--- config.mk ---
export PLATFORM = sky130hd
export DESIGN_NAME = dlc_regs
export DESIGN_NICKNAME = d
export VERILOG_FILES = /design/src/core/dlc_pkg.sv /design/src/core/dlc_regs.sv
export SDC_FILE = /design/constraint.sdc
export NUM_CORES = 1
export LEC_CHECK = 0
export ABC_CLOCK_PERIOD_IN_PS = 900
export BUFFER_PORTS_ARGS = -buffer_cell sky130_fd_sc_hd__clkbuf_2
export CAP_MARGIN = 15
export CORE_MARGIN = 2
export CORE_UTILIZATION = 40
export DETAILED_ROUTE_END_ITERATION = 10
export PLACE_DENSITY = 0.68
export SYNTH_ARGS = -nofsm -noshare
export SYNTH_HDL_FRONTEND = slang
export SYNTH_SLANG_ARGS = --single-unit
--- constraint.sdc ---
create_clock -name i_clock -period 0.9 [get_ports i_clock]
set_input_delay 0.135 -clock i_clock [delete_from_list [all_inputs] [get_ports i_clock]]
set_output_delay 0.135 -clock i_clock [all_outputs]
set_load 0.02 [all_outputs]
--- src/core/dlc_pkg.sv ---
// shared constants and carriers for the loop configuration registers
package dlc_pkg;

  // ----------------------------------------------------------------
  // register map
  // ----------------------------------------------------------------
  localparam int unsigned ADDR_W = 7;
  localparam int unsigned DATA_W = 8;
  localparam logic [ADDR_W-1:0] ACQ_BW_ADDR = 7'h69;
  localparam logic [ADDR_W-1:0] AUX_DAMP_ADDR = 7'h6A;

  // ----------------------------------------------------------------
  // field layout
  // ----------------------------------------------------------------
  localparam int unsigned BW_LSB = 0;
  localparam int unsigned BW_W = 4;
  localparam int unsigned DAMP_LSB = 0;
  localparam int unsigned DAMP_W = 3;
  localparam int unsigned GAIN_LSB = 4;
  localparam int unsigned GAIN_W = 3;
  localparam logic [DATA_W-1:0] ACQ_BW_MASK = 8'h0F;
  localparam logic [DATA_W-1:0] AUX_DAMP_MASK = 8'h77;

  // ----------------------------------------------------------------
  // reset values
  // ----------------------------------------------------------------
  localparam logic [DATA_W-1:0] ACQ_BW_RESET = 8'h00;
  localparam logic [DATA_W-1:0] AUX_DAMP_RESET = 8'h13;
  // gain used when the lowrate gain field is not in force
  localparam logic [GAIN_W-1:0] GAIN_DEFAULT = 3'h1;

  // ----------------------------------------------------------------
  // bandwidth codes, 0.3 Hz up to 18 Hz
  // ----------------------------------------------------------------
  localparam logic [BW_W-1:0] BW_0P3_HZ = 4'h8;
  localparam logic [BW_W-1:0] BW_18_HZ = 4'hE;

  // ----------------------------------------------------------------
  // carriers
  // ----------------------------------------------------------------
  typedef struct packed {
    logic wr_en;
    logic rd_en;
    logic [ADDR_W-1:0] addr;
    logic [DATA_W-1:0] wdata;
  } dlc_req_t;

  typedef struct packed {
    logic [DATA_W-1:0] acq_bw;
    logic [DATA_W-1:0] aux_damp;
    logic [DATA_W-1:0] rdata;
    logic rvalid;
    logic [BW_W-1:0] main_bw;
    logic [GAIN_W-1:0] aux_gain;
    logic [DAMP_W-1:0] aux_damp_code;
  } dlc_state_t;

endpackage

--- src/core/dlc_regs.sv ---
// loop configuration registers: acquisition bandwidth and aux damping
//
// How it works
// acquisition bandwidth register is read/write; bits 7:4 unused, 3:0 code.
// unlocked main loop applies the acquisition code, 0.3 Hz to 18 Hz.
// aux damping register bits 6:4 set the second detector gain.
// that gain applies only for 8 kHz or lower references, analog feedback.
// gain field ignored unless gain selection enabled by register 6C bit 7.
// aux damping resets to 0x13; bits 7, 3 unused; damping in 2:0.
`timescale 1ns/1ns
`default_nettype none

module dlc_regs
  import dlc_pkg::*;
(
  input wire logic i_clock,
  input wire logic i_arst_n,
  input wire logic i_wr_en,
  input wire logic i_rd_en,
  input wire logic [ADDR_W-1:0] i_addr,
  input wire logic [DATA_W-1:0] i_wdata,
  input wire logic i_main_locked,
  input wire logic [BW_W-1:0] i_locked_bandwidth_code,
  input wire logic i_aux_lowrate_analog,
  input wire logic i_gain_select_en,
  output logic [DATA_W-1:0] o_rdata,
  output logic o_rvalid,
  output logic [BW_W-1:0] o_main_bandwidth_code,
  output logic [GAIN_W-1:0] o_aux_detector2_gain,
  output logic [DAMP_W-1:0] o_aux_damping_code
);

  // ----------------------------------------------------------------
  // state
  // ----------------------------------------------------------------
  dlc_req_t req;
  dlc_state_t s_q;
  dlc_state_t s_d;

  assign req = '{wr_en: i_wr_en, rd_en: i_rd_en, addr: i_addr,
                 wdata: i_wdata};

  // ----------------------------------------------------------------
  // next state
  // ----------------------------------------------------------------
  always_comb begin
    s_d = s_q;
    s_d.rvalid = 1'b0;
    s_d.rdata = '0;
    if (req.wr_en) begin
      case (req.addr)
        ACQ_BW_ADDR: begin
          s_d.acq_bw = req.wdata & ACQ_BW_MASK;
        end
        AUX_DAMP_ADDR: begin
          s_d.aux_damp = req.wdata & AUX_DAMP_MASK;
        end
        default: begin
          s_d.acq_bw = s_q.acq_bw;
        end
      endcase
    end
    if (req.rd_en) begin
      s_d.rvalid = 1'b1;
      case (req.addr)
        ACQ_BW_ADDR: begin
          s_d.rdata = s_q.acq_bw;
        end
        AUX_DAMP_ADDR: begin
          s_d.rdata = s_q.aux_damp;
        end
        default: begin
          s_d.rdata = '0;
        end
      endcase
    end
    // acquisition bandwidth while unlocked, locked bandwidth otherwise
    if (i_main_locked) begin
      s_d.main_bw = i_locked_bandwidth_code;
    end else begin
      s_d.main_bw = s_q.acq_bw[BW_LSB +: BW_W];
    end
    // lowrate gain only when enabled and the reference qualifies
    if (i_gain_select_en && i_aux_lowrate_analog) begin
      s_d.aux_gain = s_q.aux_damp[GAIN_LSB +: GAIN_W];
    end else begin
      s_d.aux_gain = GAIN_DEFAULT;
    end
    s_d.aux_damp_code = s_q.aux_damp[DAMP_LSB +: DAMP_W];
  end

  // ----------------------------------------------------------------
  // registers
  // ----------------------------------------------------------------
  always_ff @(posedge i_clock or negedge i_arst_n) begin
    if (!i_arst_n) begin
      s_q.acq_bw <= ACQ_BW_RESET;
      s_q.aux_damp <= AUX_DAMP_RESET;
      s_q.rdata <= '0;
      s_q.rvalid <= 1'b0;
      s_q.main_bw <= ACQ_BW_RESET[BW_LSB +: BW_W];
      s_q.aux_gain <= GAIN_DEFAULT;
      s_q.aux_damp_code <= AUX_DAMP_RESET[DAMP_LSB +: DAMP_W];
    end else begin
      s_q <= s_d;
    end
  end

  // ----------------------------------------------------------------
  // outputs
  // ----------------------------------------------------------------
  assign o_rdata = s_q.rdata;
  assign o_rvalid = s_q.rvalid;
  assign o_main_bandwidth_code = s_q.main_bw;
  assign o_aux_detector2_gain = s_q.aux_gain;
  assign o_aux_damping_code = s_q.aux_damp_code;

endmodule

`default_nettype wire

==> results.yml, run 1 <==
clock_tree:
  clock-sinks: 28
  clk_path_buf_depth: 2
  clk-insertion-delay-late_ns: 0.33
  cts_setup_buffers: 0
  cts_tree: "yes"
  clkTransAtPathRegs_ns: 0.14
  cts-root-buf: "clkbuf_4"
  htree_levels: 1
  cts_inserted_buffers: 3
die:
  rows: 19
  core_area_um2: 2760
  fp.dieH_um: 58.0
  die-area_um2: 3360
  die_w_um: 58.0
  ioPinCount: 45
  initial_core_util: 0.423
route:
  vias_per_cell: 4.78
  wl_per_cell_um: 13.3
  wl_mm: 1.99
  via_count: 717
  drtAntennaViolNets: 0
  drt_pass1_iterations: 2
  drc: 0
  drtIter0Drc: 2
finish:
  drive_above_1_share: 0.613
  multi_input_area_um2: 323
  fill_cells: 233
  diodes: 0
  ff_latch_area_um2: 708
  utilization: 0.554
  final_nets: 146
  fin_area_um2: 1530
  area_growth_pct: 30.9
synthesis:
  synth_edf_count: 0
  synth_cell_types: 16
  synth_nets: 109
  synth-async-reset-ratio: 1.00
  synthCells: 83
  synth.most_common_cell: "dfrtp_1"
  synth-main-ff-cell: "dfrtp_1"
  synthTopCellsByArea: "dfrtp_1 (47%), dfstp_2 (14%), mux2_2 (14%)"
  ys_warn_count: 0
  yosys.area.top_type: "dfrtp_1"
  ys_seq_area_frac: 0.607
  syn_area_per_cell_um2: 14.0
  yosys-top-cells-count: "dfrtp_1 (22), buf_4 (18), mux2_2 (14), and3_1 (6), dfstp_2 (6)"
  synth_top_cell_area_share: 0.472
  syn-cell-area_um2: 1170
  ys_seq_elements: 28
power_and_ir_drop:
  seqPwrFrac: 0.552
  power_density_nw_per_um2: 1650
  switchingPower_mw: 0.544
  internal-power_mw: 1.98
  combPwrFrac: 0.127
  power_mw: 2.52
  peakVddDrop_mv: 1.26
  leakage_nw: 0.786
  clkPwrFrac: 0.321
  switching_share: 0.216
hold_path:
  worstHoldPathType: "in -> reg"
timing:
  layout_min_cycle_time_ns: 1.13
  slew_viol_final: 0
  period_share: 1.26
  skew_ns: 0.00686
  fmax_mhz: 882
  rsz0062_at_grt: "true"
  setup_ws_ns: -0.233
  hold_violations: 0
  finalSetupViolCount: 18
place:
  portBuffers: 42
  placed_cell_area_um2: 1310
  dp_hpwl_mm: 1.60
  post-place-ws_ns: -0.224
  place.gp.congestion: 0.737
run_status:
  violations: "setup timing"
  status: "finished, violations left"
critical_path:
  crit_buf_inv: 1
  path_class: "reg -> out"
  critPathArrivalTime_ns: 1.00
  cp_cell_sequence: "buf_8"
  slowest_stage: "dfstp_2"
  cp-start-kind: "register"
  crit_path_max_fanout: 1
  endpoint_kind: "output port"
  crit_family: "flip-flops"
  cp_data_required_time_ns: 0.76
  max_stage_delay_ns: 0.56
job:
  maxCapViolCount: 0
grt:
  grt_start_max_net_pins: 29
  antenna_found_initial: 0
  gr-total-overflow: 0
  grt.total_usage: 0.134
  grt_pass1_wl_mm: 3.23
  grt_pass1_vias: 758
-- metal layers --
metal | share of wire | track usage | wire (um) | up-vias
li1 | - | - | - | 337
met1 | 0.38 | 0.147 | 756 | 351
met2 | 0.54 | 0.232 | 1070 | 24
met3 | 0.051 | 0.0223 | 101 | 5
met4 | 0.031 | 0.0997 | 62 | 0
met5 | 0 | 0 | 0 | -
-- worst paths after layout --
kind | depth (start not counted) | endpoint | slack (ns) | startpoint
max in group asynchronous | 3 | o_aux_detector2_gain[0]$_DFF_PN1_ | 0.29 | i_arst_n
min in group asynchronous | 3 | o_main_bandwidth_code[2]$_DFF_PN0_ | 0.31 | i_arst_n
worst min-delay path | 2 | o_main_bandwidth_code[1]$_DFF_PN0_ | 0.03 | i_locked_bandwidth_code[1]
worst max-delay path | 1 | o_aux_damping_code[0] | -0.23 | o_aux_damping_code[0]$_DFF_PN1_
worst min register to register | 0 | o_aux_damping_code[0]$_DFF_PN1_ | 0.39 | s_d[0]$_DFFE_PN1P_
worst max register to register | 1 | s_q[29]$_DFFE_PN0P_ | 0.08 | s_q[29]$_DFFE_PN0P_
-- state kept, by name, indices dropped and copies added, names as in the netlist --
name and flops:
o_rdata 7, s_q 7, o_main_bandwidth_code 4, o_aux_damping_code 3, o_aux_detector2_gain 3, s_d 3, o_rvalid 1
-- kinds of logic (layout without fill, tap and decap cells) --
| kind of cell | count (synthesis) | after routing | share of synthesized area |
|---|---|---|---|
| AND/OR/NAND/NOR | 19 | 19 | 0.119 |
| flip-flops | 28 | 28 | 0.607 |
| multiplexers | 14 | 14 | 0.135 |
| buffers and inverters | 18 | 54 | 0.116 |
| other | 1 | 1 | 0.00322 |
| AO/OA/AOI/OAI | 3 | 3 | 0.0193 |
-- layout make-up --
class	instances	area share
flip-flops and latches	28	0.464
repair buffers	50	0.265
multi-input cells	37	0.211
well taps	31	0.0254
clock inverters	1	0.0197
clock buffers	3	0.0148
-- placed cells by master, fill, tap and decap left out, drive strengths merged --
cell / instances
nand4: 1
clkbuf: 27
and3: 6
and4b: 1
conb: 1
nand3: 2
nor2: 3
bufinv: 1
dlygate4sd3: 4
and2b: 3
nand3b: 1
a22oi: 3
mux2: 14
nor2b: 1
dfrtp: 22
buf: 22
dfstp: 6
and4: 1
-- power groups by stage --
stage	combinational [mW]	sequential, mW	clock (mW)
4_1_cts	0.294	1.38	0.822
5_1_grt	0.344	1.40	0.868
6_report	0.319	1.39	0.810
3_3_place_gp	0.258	1.40	0
3_5_place_dp	0.265	1.41	0
2_1_floorplan	0.171	1.39	0
-- through the flow --
| step | std cells | TNS (ns) | hold slack (ns) |
|---|---|---|---|
| floorplan | 83 | -0.422 | -0.161 |
| global placement | 142 | -2.22 | 0.139 |
| detailed placement | 142 | -2.49 | 0.146 |
| CTS | 150 | -2.44 | 0.0209 |
| global route | 150 | -2.73 | 0.0147 |
| finish | 150 | -2.10 | 0.0251 |
-- what timing repair did --
action,in CTS,in global routing
gates cloned,0,0
endpoints found under the setup margin,18,18
hold buffers,4,0
hold endpoints to repair,24,0
gates resized for setup,6,48
Note: power is estimated with default switching activity, not from simulation.
==> run 2, diff against run 1 <==
RECOVER_POWER = 50   (was unset)
==> results.yml, run 2 (synthesis gave the netlist of run 1 again) <==
run_status:
  status: "finished, violations left"
  violations: "setup timing"
die:
  die-area_um2: 3360
  die_w_um: 58.0
  rows: 19
  ioPinCount: 45
  initial_core_util: 0.423
  core_area_um2: 2760
  fp.dieH_um: 58.0
critical_path:
  cp-start-kind: "register"
  max_stage_delay_ns: 0.56
  rrSetupSlack_ns: 0.08
  path_class: "reg -> out"
  crit_path_max_fanout: 1
  crit_buf_inv: 1
  r2r_start: "s_q[29]$_DFFE_PN0P_"
  critPathArrivalTime_ns: 1.00
  cp_data_required_time_ns: 0.76
  worstSetupEndpoint: "o_aux_damping_code[0]"
  cp_cell_sequence: "buf_8"
  endpoint_kind: "output port"
  slowest_stage: "dfstp_2"
  reg2reg_depth: 1
  startpoint: "o_aux_damping_code[0]$_DFF_PN1_"
  crit_family: "flip-flops"
  path_depth: 1
  r2r_end: "s_q[29]$_DFFE_PN0P_"
clock_tree:
  clk_path_buf_depth: 2
  clk-insertion-delay-late_ns: 0.33
  cts_tree: "yes"
  clock-sinks: 28
  clkTransAtPathRegs_ns: 0.14
  htree_levels: 1
  cts-root-buf: "clkbuf_4"
  cts_inserted_buffers: 3
grt:
  grt.total_usage: 0.134
  grt_pass1_vias: 758
  antenna_found_initial: 0
  gr-total-overflow: 0
  grt_start_max_net_pins: 29
  grt_pass1_wl_mm: 3.23
route:
  wl_per_cell_um: 13.3
  drc: 0
  drtIter0Drc: 2
  vias_per_cell: 4.77
  drt_pass1_iterations: 2
  drtAntennaViolNets: 0
  via_count: 716
  wl_mm: 1.99
finish:
  area_growth_pct: 30.8
  diodes: 0
  final_nets: 146
  drive_above_1_share: 0.605
  final_cells: 150
  final_cell_mix: "clkbuf_2 (23), dfrtp_1 (22), buf_6 (15), mux2_2 (14)"
  final_common_cell: "clkbuf_2"
  utilization: 0.553
timing:
  setup_ws_ns: -0.233
  layout_min_cycle_time_ns: 1.13
  whs_ns: 0.0251
  hold_violations: 0
  finalSetupViolCount: 18
  skew_ns: 0.00661
  fmax_mhz: 882
  rsz0062_at_grt: "true"
  period_share: 1.26
  slew_viol_final: 0
place:
  post-place-ws_ns: -0.224
  portBuffers: 42
  dp_hpwl_mm: 1.60
  place.gp.congestion: 0.737
  dp.cells: 142
power_and_ir_drop:
  power_density_nw_per_um2: 1650
  leakage_nw: 0.783
  power_mw: 2.52
  peakVddDrop_mv: 1.26
hold_path:
  worstHoldPathType: "in -> reg"
job:
  maxCapViolCount: 0
[run 2: cell types whose count changed in the layout (fill, tap and decap cells not counted), sizes merged]
cell,previous run,this run
clkbuf,27,28
buf,22,21
[run 2: timing repair]
action | in CTS | in global routing
endpoints found under the setup margin | 18 | 18
endpoints found under the hold margin | 24 | 0
hold buffers | 4 | 0
resized for setup | 6 | 48
buffers inserted | 0 | 0
[run 2: layout make-up]
type                    instances  area (um^2)
clock buffers                   3         22.5
fillers                       233         1230
well taps                      31         38.8
flip-flops and latches         28          708
repair buffers                 50          403
multi-input cells              37          323
clock inverters                 1         30.0
[run 2: how the worst min path moves through the flow]
stage                          startpoint                                 end  cells past startpoint
2_1_floorplan                    i_arst_n     o_aux_damping_code[2]$_DFF_PN0_                      0
3_3_place_gp                     i_arst_n  o_main_bandwidth_code[2]$_DFF_PN0_                      2
3_5_place_dp                     i_arst_n  o_main_bandwidth_code[2]$_DFF_PN0_                      2
4_1_cts        i_locked_bandwidth_code[1]  o_main_bandwidth_code[1]$_DFF_PN0_                      2
5_1_grt        i_locked_bandwidth_code[2]  o_main_bandwidth_code[2]$_DFF_PN0_                      2
6_report       i_locked_bandwidth_code[1]  o_main_bandwidth_code[1]$_DFF_PN0_                      2
[run 2: power breakdown]
part,switching (mW),internal (mW),leakage [nW],total (mW)
Clock,0.359,0.451,0.0279,0.810
Combinational,0.138,0.181,0.395,0.318
Sequential,0.0475,1.34,0.359,1.39
[run 2: routing by layer]
layer	GRT usage	share of wire
met1	0.147	0.38
met2	0.232	0.54
met3	0.0223	0.051
met4	0.0997	0.031
met5	0	0
[run 2: through the flow]
stage | setup TNS [ns] | area [um^2]
floorplan | -0.422 | 1170
global placement | -2.22 | 1310
global route | -2.73 | 1530
detailed placement | -2.49 | 1310
finish | -2.10 | 1530
CTS | -2.44 | 1430
